### src/common/ifra_pkg.sv
// ============================================================
// Shared constants and types of the indirect fabric access port.
package ifra_pkg;

  localparam logic [11:0] DATA_REG_OFFSET = 12'h01ac;
  localparam logic [11:0] COMMAND_REG_OFFSET = 12'h01b0;

  localparam int BUSY_BIT = 31;
  localparam int DIR_BIT = 30;
  localparam int STEP_UP_BIT = 29;
  localparam int STEP_DOWN_BIT = 28;
  localparam int LANES_MSB = 19;
  localparam int LANES_LSB = 16;
  localparam int ADDR_MSB = 15;
  localparam int ADDR_LSB = 0;

  localparam logic [31:0] DATA_RESET = 32'h0000_0000;
  localparam logic [15:0] ADDR_RESET = 16'h0000;
  localparam logic [3:0] LANES_RESET = 4'h0;
  localparam logic [15:0] ADDR_ONE = 16'h0001;

  typedef struct packed {
    logic write_en;
    logic [3:0] lanes;
    logic [15:0] addr;
    logic [31:0] wdata;
  } ifra_fab_req_s;

endpackage : ifra_pkg

### src/hdl/ifra_fabric_engine.sv
`timescale 1ns/1ps
`default_nettype none
// ============================================================
// Carries one access to the fabric: holds the request until the
// fabric acknowledges it, then reports completion for one cycle.
module ifra_fabric_engine
(
  input wire logic clk_in,
  input wire logic rst_n_in,
  input wire logic start_in,
  input wire ifra_pkg::ifra_fab_req_s req_in,
  input wire logic ack_in,
  input wire logic [31:0] ack_data_in,
  output logic fab_req_out,
  output ifra_pkg::ifra_fab_req_s fab_cmd_out,
  output logic done_out,
  output logic done_read_out,
  output logic [31:0] done_data_out
);

  typedef enum logic [0:0] {ENG_IDLE, ENG_WAIT} ifra_eng_e;

  ifra_eng_e state_r;

  // ============================================================
  // Request sequencing.
  always_ff @(posedge clk_in or negedge rst_n_in)
  begin
    if (!rst_n_in)
    begin
      state_r <= ENG_IDLE;
      fab_req_out <= 1'b0;
      fab_cmd_out <= '0;
      done_out <= 1'b0;
      done_read_out <= 1'b0;
    end
    else
    begin
      done_out <= 1'b0;
      unique case (state_r)
        ENG_IDLE:
        begin
          if (start_in)
          begin
            fab_cmd_out <= req_in;
            fab_req_out <= 1'b1;
            state_r <= ENG_WAIT;
          end
        end
        ENG_WAIT:
        begin
          if (ack_in)
          begin
            fab_req_out <= 1'b0;
            done_out <= 1'b1;
            done_read_out <= !fab_cmd_out.write_en;
            state_r <= ENG_IDLE;
          end
        end
      endcase
    end
  end

  // ============================================================
  // Read data capture at completion.
  always_ff @(posedge clk_in or negedge rst_n_in)
  begin
    if (!rst_n_in)
    begin
      done_data_out <= ifra_pkg::DATA_RESET;
    end
    else if (state_r == ENG_WAIT && ack_in)
    begin
      done_data_out <= ack_data_in;
    end
  end

endmodule : ifra_fabric_engine
`default_nettype wire

### src/hdl/ifra_top.sv
`timescale 1ns/1ps
`default_nettype none
// ============================================================
// Indirect access port: a data and a command register through which
// the host reaches the fabric's internal registers.
// Contract
// - The data register holds the value moved to or from the fabric register at the target address.
// - A host read of the data register returns fabric data in read direction, else the last host write.
// - Writing one to command bit 31 launches one fabric access in the selected direction.
// - The busy bit stays set during the access and clears at completion, marking read data valid.
// - Command bit 30 selects a fabric write when zero and a fabric read when one.
// - With step-up set, a data write launches the access and the address rises by one when it ends.
// - With step-up set in read direction, a data read raises the address by one and launches a read there.
// - With step-down set, a data write launches the access and the address falls by one when it ends.
// - With step-down set in read direction, a data read lowers the address by one and launches a read there.
// - When both stepping bits are set, step-up applies and step-down is ignored.
// - After reset the data register and the busy, direction and stepping bits read zero.
// - Command bits 19:16 are per-byte write enables, lane 3 for bits 31:24 and lane 0 for 7:0.
// - Command bits 15:0 hold the target address, read-write, resetting to zero.
module ifra_top
(
  input wire logic SYS_CLK_IN,
  input wire logic RST_N_IN,
  input wire logic [11:0] HOST_ADDR_IN,
  input wire logic HOST_WR_IN,
  input wire logic HOST_RD_IN,
  input wire logic [31:0] HOST_WDATA_IN,
  output logic [31:0] HOST_RDATA_OUT,
  output logic FAB_REQ_OUT,
  output logic FAB_WRITE_OUT,
  output logic [3:0] FAB_LANES_OUT,
  output logic [15:0] FAB_ADDR_OUT,
  output logic [31:0] FAB_WDATA_OUT,
  input wire logic FAB_ACK_IN,
  input wire logic [31:0] FAB_RDATA_IN
);

  logic busy_r;
  logic dir_read_r;
  logic step_up_r;
  logic step_down_r;
  logic [3:0] lanes_r;
  logic [15:0] addr_r;
  logic [15:0] addr_nxt;
  logic [31:0] host_data_r;
  logic [31:0] fabric_data_r;
  logic sel_data;
  logic sel_cmd;
  logic data_wr;
  logic data_rd;
  logic cmd_wr;
  logic auto_step;
  logic start;
  logic [15:0] start_addr;
  logic [15:0] stepped_addr;
  logic step_after_write_r;
  logic done;
  logic done_read;
  logic [31:0] done_data;
  logic [31:0] cmd_view;
  ifra_pkg::ifra_fab_req_s req;
  ifra_pkg::ifra_fab_req_s fab_cmd;

  // ============================================================
  // Decode and launch.
  assign sel_data = (HOST_ADDR_IN == ifra_pkg::DATA_REG_OFFSET);
  assign sel_cmd = (HOST_ADDR_IN == ifra_pkg::COMMAND_REG_OFFSET);
  assign data_wr = HOST_WR_IN && sel_data && !busy_r;
  assign data_rd = HOST_RD_IN && sel_data && !busy_r;
  assign cmd_wr = HOST_WR_IN && sel_cmd && !busy_r;
  assign auto_step = step_up_r || step_down_r;

  // Step-up wins when both stepping bits are set.
  assign stepped_addr = step_up_r ? (addr_r + ifra_pkg::ADDR_ONE)
                                  : (addr_r - ifra_pkg::ADDR_ONE);

  assign start = (cmd_wr && HOST_WDATA_IN[ifra_pkg::BUSY_BIT])
              || (data_wr && auto_step)
              || (data_rd && auto_step && dir_read_r);

  // A stepped read targets the new address straight away.
  assign start_addr = cmd_wr ? HOST_WDATA_IN[ifra_pkg::ADDR_MSB:ifra_pkg::ADDR_LSB]
                    : (data_rd ? stepped_addr : addr_r);

  assign req.write_en = cmd_wr ? !HOST_WDATA_IN[ifra_pkg::DIR_BIT] : !dir_read_r;
  assign req.lanes = cmd_wr ? HOST_WDATA_IN[ifra_pkg::LANES_MSB:ifra_pkg::LANES_LSB]
                   : lanes_r;
  assign req.addr = start_addr;
  assign req.wdata = data_wr ? HOST_WDATA_IN : host_data_r;

  ifra_fabric_engine u_engine
  (
    .clk_in(SYS_CLK_IN),
    .rst_n_in(RST_N_IN),
    .start_in(start),
    .req_in(req),
    .ack_in(FAB_ACK_IN),
    .ack_data_in(FAB_RDATA_IN),
    .fab_req_out(FAB_REQ_OUT),
    .fab_cmd_out(fab_cmd),
    .done_out(done),
    .done_read_out(done_read),
    .done_data_out(done_data)
  );

  assign FAB_WRITE_OUT = fab_cmd.write_en;
  assign FAB_LANES_OUT = fab_cmd.lanes;
  assign FAB_ADDR_OUT = fab_cmd.addr;
  assign FAB_WDATA_OUT = fab_cmd.wdata;

  // ============================================================
  // Command register.
  always_ff @(posedge SYS_CLK_IN or negedge RST_N_IN)
  begin
    if (!RST_N_IN)
    begin
      dir_read_r <= 1'b0;
      step_up_r <= 1'b0;
      step_down_r <= 1'b0;
      lanes_r <= ifra_pkg::LANES_RESET;
    end
    else if (cmd_wr)
    begin
      dir_read_r <= HOST_WDATA_IN[ifra_pkg::DIR_BIT];
      step_up_r <= HOST_WDATA_IN[ifra_pkg::STEP_UP_BIT];
      step_down_r <= HOST_WDATA_IN[ifra_pkg::STEP_DOWN_BIT];
      lanes_r <= HOST_WDATA_IN[ifra_pkg::LANES_MSB:ifra_pkg::LANES_LSB];
    end
  end

  // ============================================================
  // Busy bit: set by a launch, cleared by the fabric's completion.
  always_ff @(posedge SYS_CLK_IN or negedge RST_N_IN)
  begin
    if (!RST_N_IN)
    begin
      busy_r <= 1'b0;
    end
    else if (start)
    begin
      busy_r <= 1'b1;
    end
    else if (done)
    begin
      busy_r <= 1'b0;
    end
  end

  // ============================================================
  // Target address, with stepping after writes and before reads.
  always_ff @(posedge SYS_CLK_IN or negedge RST_N_IN)
  begin
    if (!RST_N_IN)
    begin
      step_after_write_r <= 1'b0;
    end
    else if (start)
    begin
      step_after_write_r <= data_wr && auto_step;
    end
    else if (done)
    begin
      step_after_write_r <= 1'b0;
    end
  end

  always_comb
  begin
    addr_nxt = addr_r;
    if (cmd_wr)
    begin
      addr_nxt = HOST_WDATA_IN[ifra_pkg::ADDR_MSB:ifra_pkg::ADDR_LSB];
    end
    else if (data_rd && auto_step && dir_read_r)
    begin
      addr_nxt = stepped_addr;
    end
    else if (done && step_after_write_r)
    begin
      addr_nxt = stepped_addr;
    end
  end

  always_ff @(posedge SYS_CLK_IN or negedge RST_N_IN)
  begin
    if (!RST_N_IN)
    begin
      addr_r <= ifra_pkg::ADDR_RESET;
    end
    else
    begin
      addr_r <= addr_nxt;
    end
  end

  // ============================================================
  // Data holding: host value and fabric value kept apart.
  always_ff @(posedge SYS_CLK_IN or negedge RST_N_IN)
  begin
    if (!RST_N_IN)
    begin
      host_data_r <= ifra_pkg::DATA_RESET;
    end
    else if (data_wr)
    begin
      host_data_r <= HOST_WDATA_IN;
    end
  end

  always_ff @(posedge SYS_CLK_IN or negedge RST_N_IN)
  begin
    if (!RST_N_IN)
    begin
      fabric_data_r <= ifra_pkg::DATA_RESET;
    end
    else if (done && done_read)
    begin
      fabric_data_r <= done_data;
    end
  end

  // ============================================================
  // Host read path, registered one cycle after the strobe.
  always_comb
  begin
    cmd_view = 32'h0000_0000;
    cmd_view[ifra_pkg::BUSY_BIT] = busy_r;
    cmd_view[ifra_pkg::DIR_BIT] = dir_read_r;
    cmd_view[ifra_pkg::STEP_UP_BIT] = step_up_r;
    cmd_view[ifra_pkg::STEP_DOWN_BIT] = step_down_r;
    cmd_view[ifra_pkg::LANES_MSB:ifra_pkg::LANES_LSB] = lanes_r;
    cmd_view[ifra_pkg::ADDR_MSB:ifra_pkg::ADDR_LSB] = addr_r;
  end

  always_ff @(posedge SYS_CLK_IN or negedge RST_N_IN)
  begin
    if (!RST_N_IN)
    begin
      HOST_RDATA_OUT <= ifra_pkg::DATA_RESET;
    end
    else if (HOST_RD_IN && sel_data)
    begin
      HOST_RDATA_OUT <= dir_read_r ? fabric_data_r : host_data_r;
    end
    else if (HOST_RD_IN && sel_cmd)
    begin
      HOST_RDATA_OUT <= cmd_view;
    end
    else if (HOST_RD_IN)
    begin
      HOST_RDATA_OUT <= 32'h0000_0000;
    end
  end

endmodule : ifra_top
`default_nettype wire

### config.mk
export PLATFORM = sky130hd
export DESIGN_NAME = ifra_top
export DESIGN_NICKNAME = d
export VERILOG_FILES = /design/src/common/ifra_pkg.sv /design/src/hdl/ifra_fabric_engine.sv /design/src/hdl/ifra_top.sv
export SDC_FILE = /design/constraint.sdc
export NUM_CORES = 1
export LEC_CHECK = 0
export BUFFER_PORTS_ARGS = -buffer_cell sky130_fd_sc_hd__buf_2
export CAP_MARGIN = 40
export CORE_MARGIN = 5
export CORE_UTILIZATION = 60
export CTS_BUF_LIST = sky130_fd_sc_hd__clkbuf_16
export DETAILED_ROUTE_END_ITERATION = 16
export PLACE_DENSITY_LB_ADDON = 0.15
export SLEW_MARGIN = 20
export SYNTH_ARGS = -nofsm -noshare
export SYNTH_HDL_FRONTEND = slang
export SYNTH_SLANG_ARGS = --single-unit
### constraint.sdc
create_clock -name SYS_CLK_IN -period 4.96 [get_ports SYS_CLK_IN]
set_input_delay 0.248 -clock SYS_CLK_IN [delete_from_list [all_inputs] [get_ports SYS_CLK_IN]]
set_output_delay 0.248 -clock SYS_CLK_IN [all_outputs]
set_load 0.01 [all_outputs]
# Word level (Yosys, flattened, before mapping)
# Index checks and enable logic that the tools add are counted.
op_classes:
  n_addsub: 2
  eq_ne: 4
  muxes: 24
  bitwise_logic: 1
  n_reduce_logical: 27
ops:
  columns: ["op", "count"]
  rows:
  - ["$mux W32", 5]
  - ["$mux W16", 6]
  - ["$eq A12 B9 Y1 const B", 2]
  - ["$add A16 B1 Y16 const B", 1]
  - ["$sub A16 B1 Y16 const B", 1]
  - ["$logic_and A1 B1 Y1", 14]
  - ["$mux W1", 10]
  - ["$reduce_and A2 Y1", 3]
  - ["$reduce_bool A3 Y1", 2]
  - ["$logic_not A1 Y1", 4]
  - ["$mux W4", 1]
  - ["$ne A2 B2 Y1 const B", 2]
  - ["$pmux W1 S2", 2]
  - ["$logic_or A1 B1 Y1", 3]
  - ["$reduce_bool A2 Y1", 1]
  - ["$not A1 Y1", 1]
totals:
  ff_bits: 210
  inputBits: 81
  out_inout_bits: 86
  word_cells: 77

# Longest topological paths before layout
logic_depth:
  ltp_word: 8
  depth_mapped: 9

# Modules after synthesis
# A second synthesis with hierarchy kept.
hier_totals:
  cells_unflattened: 781
  hier_area_um2: 9595.5
modules_own_cells:
  columns: ["module", "instances", "cells_per_inst", "area_each_um2", "seq_area_each_um2"]
  rows:
  - ["ifra_top", 1, 589, 6243.5, 3027.9]
  - ["ifra_fabric_engine", 1, 192, 3352.0, 2227.1]

# Least setup slack after synthesis
# Ideal clock, no wire load.
synth_timing:
  kind: "register to register"
  from: "register step_up_r"
  to: "register u_engine.fab_cmd_out[44] in the netlist's numbering"
  t_arrival_ns: 2.532
  t_required_ns: 4.839
  setup_slack_ns: 2.307
  stages_incl_launch_ff: 9
  n_path_buf: 0
  path_cell_list: "dfrtp_1 inv_1 ha_1 nor2b_1 o31a_1 o2111a_1 o41ai_2 mux2_2 o22a_1"
synth_between:
  elab_chain_len: 5
  elab_cells_between_ends: 10
  cone_classes: "mux: 3; reduce/logical: 7"
synth_lines:
  columns: ["item", "line", "source"]
  rows:
  - ["start: declaration", "ifra_top.sv:40", "logic step_up_r;"]
  - ["start signal: assignment", "ifra_top.sv:125", "step_up_r <= HOST_WDATA_IN[ifra_pkg::STEP_UP_BIT];"]
  - ["$logic_or A1 B1 Y1", "ifra_top.sv:71", "assign auto_step = step_up_r || step_down_r;"]
  - ["$logic_and A1 B1 Y1 (on tied branches)", "ifra_top.sv:78, ifra_top.sv:79", null]
  - ["$logic_or A1 B1 Y1 / $logic_and A1 B1 Y1 (equally long branches)", "ifra_top.sv:78, ifra_top.sv:79", null]
  - ["$logic_or A1 B1 Y1", "ifra_top.sv:79", "|| (data_rd && auto_step && dir_read_r);"]
  - ["$reduce_and A2 Y1 (no source line)", null, null]
  - ["end signal: assignment", "ifra_fabric_engine.sv:45", "fab_cmd_out <= req_in;"]
  - ["end: declaration", "ifra_fabric_engine.sv:15", "output ifra_pkg::ifra_fab_req_s fab_cmd_out,"]
# Parallel ways exist; a longest one is shown, timed or not.
# A chain may end at the register's enable or synchronous reset.

# Worst setup path after layout
# Same ends and word-level chain as after synthesis.

==> results.md <==
* Chip Width at 138 um
* Placement Rows at 46
* Cell type with the highest aggregate area in the netlist: sky130_fd_sc_hd__dfrtp_1
* Prevailing post-synth register cell: sky130_fd_sc_hd__dfrtp_1
* Async set or reset register ratio after synthesis at 100%
* Maximum Capacitance Violations at 0
* Detail Placement HPWL at ~19000 um
* Number of hold-repair buffers added at the cts stage at 40
* Number of warning messages in the yosys log at 0
* Post-synth cell types at 67
* Ordered list of cells on the worst path: inv_1 -> ha_1 -> nor2b_1 -> o31a_1 -> o2111a_1 -> o41ai_2 -> mux2_2 -> o22a_1
* Leading cell type in the layout, fill and taps excluded: sky130_fd_sc_hd__dfrtp_1
* Top cells by area in the synthesized netlist: sky130_fd_sc_hd__dfrtp_1 (53%), sky130_fd_sc_hd__mux2_2 (13%), sky130_fd_sc_hd__nand2_1 (6.1%), sky130_fd_sc_hd__a21oi_1 (4.1%), sky130_fd_sc_hd__nor2_1 (3.1%)
* Critical-path cell with the highest stage delay: sky130_fd_sc_hd__dfrtp_1
* Final hold violations at 0
* Via density per instance at approximately 5.8
* Post-Synthesis Cells at around 930
* Global-route wire length before repair at about 44000 um
* CP Depth at 8
* Pin slew with the least headroom to its limit at ~0.69 ns
* EDFF count, synth at 0
* Count of inserted antenna diode cells at 0
* RSZ-0062 raised after global routing: no
* Clock share of power at around two fifths
* Post-Place Worst Slack at around 2 ns
* Net switching share of the total power at roughly a quarter
* Vias at 7925
* RD Place Congestion at 0.944
* Setup TNS at 0 ns
* Die H at 138 um
* Destination of the worst register-to-register timing path: u_engine.fab_cmd_out[44]
* Total global-route track usage at roughly 28%
* Pin count of the biggest net entering global routing at slightly above 100
* Sequential element share of the synthesized area at around 53%
* Number of resized instances in the post-cts repair step at 0
* Buffers plus inverters on the worst setup path at 1
* Slew headroom at between 50% and 60%
* Number of antenna violations at the first check in global routing at 0
* DRC at 0
* Die ar. at around 19000 sq um
* Sort of element at the start of the critical path: flop
* Remaining antenna violation count after routing at 0
* Maximum buffer depth of the clock tree at 3
* Min cycle time layout at approximately 3.0 ns
* Fraction of synthesized cell area taken by the top area cell type at a little over half
* Number of nets in the synthesized netlist at around 1000
* CTS tree: yes
* Total standard cell area after synthesis at ~10000 sq um
* P_leak at 0.00591 uW
* PortBufs at 166
* Fraction of layout cells with a size suffix above 1 at between 20 and 30%
* Highest attainable clock frequency at around 340 MHz
* Via count of the first global-routing pass at ~7900
* Final setup fails at 0
* Hold_ws at ~0.013 ns
* Final Cell Area at around 12000 sq um
* Number of nets in the layout at roughly 1200
* Kind of critical path: reg2reg
* Status: finished clean
* Hold depth at 2
* Area growth from synthesis to layout at 22.5%
* Number of slew-limit violations in the final report at 0
* Core Footprint at between 15000 and 20000 sq um
* Final setup slack of the worst path at between 1.5 and 2 ns
* Seq cells post-synth at 210
* Postcts setup bufs at 0
* Power per cell area at 340 nW/um^2
* RR Startpoint: step_up_r
* Clock latency reported for the late side of the worst-skew pair at 0.51 ns
* Final routed wire length divided by cell count at ~20 um
* Detailed Route Iter0 Violations at about 770
* Initial Utilization at between 60% and 70%
* Sequential power share at 51.5%
* Data arrival time of the worst path at between 3 and 4 ns
* Cell Int Power at between 3000 and 4000 uW
* Library cell used as clock root buffer: sky130_fd_sc_hd__clkbuf_16
* Dpl cell area at 10900 sq um
* Share of the cycle needed by the critical path after routing at 60.1%
* # IOs at 167
* Inserted Clock Buffers at 22
* Htree depth at 1
* PnR Total Power at 4100 uW
* Capturing element type of the critical path: flop
* Launch point of the worst hold path: FAB_RDATA_IN[4]
* Min-Delay Path Class: in2reg
* Number of detailed-routing iterations run before antenna repair at 5
* Biggest fanout along the worst timing path at 15
* Worst path required time at between 5 and 6 ns
* Clk sink count at 210
* Slack of the worst reg-to-reg path at around 2.0 ns
* GRT Residual Overflow at 0
* Total length of routed wires at roughly 27000 um
* Reg2Reg Depth at 8
* Crit-path max cell delay at 0.44 ns
* Register clock-pin slew on the reported worst setup and hold paths at 0.06 ns
* Most used cells in the layout excluding fill and tap cells: sky130_fd_sc_hd__dfrtp_1 (209), sky130_fd_sc_hd__buf_2 (165), sky130_fd_sc_hd__nand2_1 (158), sky130_fd_sc_hd__mux2_2 (111)
* P_sw at about 1000 uW
* Avg Inst Size Synth at between 10 and 15 sq um
* Hold EP: u_engine.done_data_out[4]
* Logic gate share of total power at between 10% and 20%
* CP top delay family: compound AO/OA/AOI/OAI gates
* Peak supply drop at between 0.3 and 0.4 mV
* Final worst clock skew at roughly 0.019 ns
## how the worst max path moves through the flow
stage | slack (ns) | startpoint | to
global route | 1.84 | step_up_r | u_engine.fab_cmd_out[44]
CTS | 1.99 | step_up_r | u_engine.fab_cmd_out[44]
floorplan | 2.31 | step_up_r | u_engine.fab_cmd_out[44]
global placement | 1.97 | HOST_RD_IN | u_engine.fab_cmd_out[49]
finish | 1.98 | step_up_r | u_engine.fab_cmd_out[44]
detailed placement | 2.01 | step_up_r | u_engine.fab_cmd_out[44]
## routing by layer
layer	routed length [um]	track usage [%]	share of wire, %
met3	2220	5.28	8.2
met4	763	8.68	2.8
met5	0	0	0
met1	11500	39.7	42
met2	12700	44.4	47
## cell type report
type                            instances  area, sq um
Inverter                               27          101
Timing Repair Buffer                  224         1470
Multi-Input combinational cell        645         4270
Clock inverter                         18          138
Fill cell                            1144         3950
Sequential cell                       210         5260
Clock buffer                           22          551
Tap cell                              216          270
## cells by family after synthesis
kind of cell,Yosys count,synth area share [%]
AND/OR/NAND/NOR,304,13.6
flip-flops,210,53.4
AO/OA/AOI/OAI,178,11.3
multiplexers,138,15.4
buffers and inverters,77,3.37
adder cells (fa/ha/maj),15,1.98
XOR/XNOR,10,0.890
## registers in the layout, summed over array words and instances (netlist names)
name and cells:
u_engine.state_r 1, busy_r 1, u_engine.done_data_out 32, fabric_data_r 32
lanes_r 4, u_engine.done_out 1, step_up_r 1, dir_read_r 1
HOST_RDATA_OUT 32, step_after_write_r 1, addr_r 16, u_engine.done_read_out 1
u_engine.fab_cmd_out 53, host_data_r 32, u_engine.fab_req_out 1, step_down_r 1
## synthesized netlist by cell type, types with 4 or more instances
library cell / instances
sky130_fd_sc_hd__or3_1: 6
sky130_fd_sc_hd__buf_2: 16
sky130_fd_sc_hd__nor2_1: 81
sky130_fd_sc_hd__nand4_1: 4
sky130_fd_sc_hd__a22oi_1: 4
sky130_fd_sc_hd__and3_1: 9
sky130_fd_sc_hd__nand2_1: 159
sky130_fd_sc_hd__a211oi_1: 7
sky130_fd_sc_hd__mux2i_1: 27
sky130_fd_sc_hd__a31oi_1: 11
sky130_fd_sc_hd__buf_1: 5
sky130_fd_sc_hd__inv_1: 27
sky130_fd_sc_hd__o21a_1: 4
sky130_fd_sc_hd__xnor2_1: 9
sky130_fd_sc_hd__a21o_1: 5
sky130_fd_sc_hd__clkbuf_1: 25
sky130_fd_sc_hd__nand3_1: 18
sky130_fd_sc_hd__mux2_2: 111
sky130_fd_sc_hd__a22o_1: 4
sky130_fd_sc_hd__o22ai_1: 8
sky130_fd_sc_hd__o21ai_0: 25
sky130_fd_sc_hd__and2_1: 4
sky130_fd_sc_hd__a21oi_1: 80
sky130_fd_sc_hd__dfrtp_1: 210
sky130_fd_sc_hd__ha_1: 14
## through the flow
stage	cells	utilization (%)
after global routing	1362	75.3
after global placement	1274	67.5
after CTS	1361	75.2
after detailed placement	1281	68.4
after floorplan	932	-
final	1362	75.3
## power groups by stage
stage	Clock, uW	Sequential [uW]	Combinational, uW
finish	1570	2110	423
global route	1660	2140	467
CTS	1590	2100	421
detailed placement	0	2140	393
global placement	0	2120	374
floorplan	0	2080	259
No activity file was read; power rests on OpenSTA's default activity.
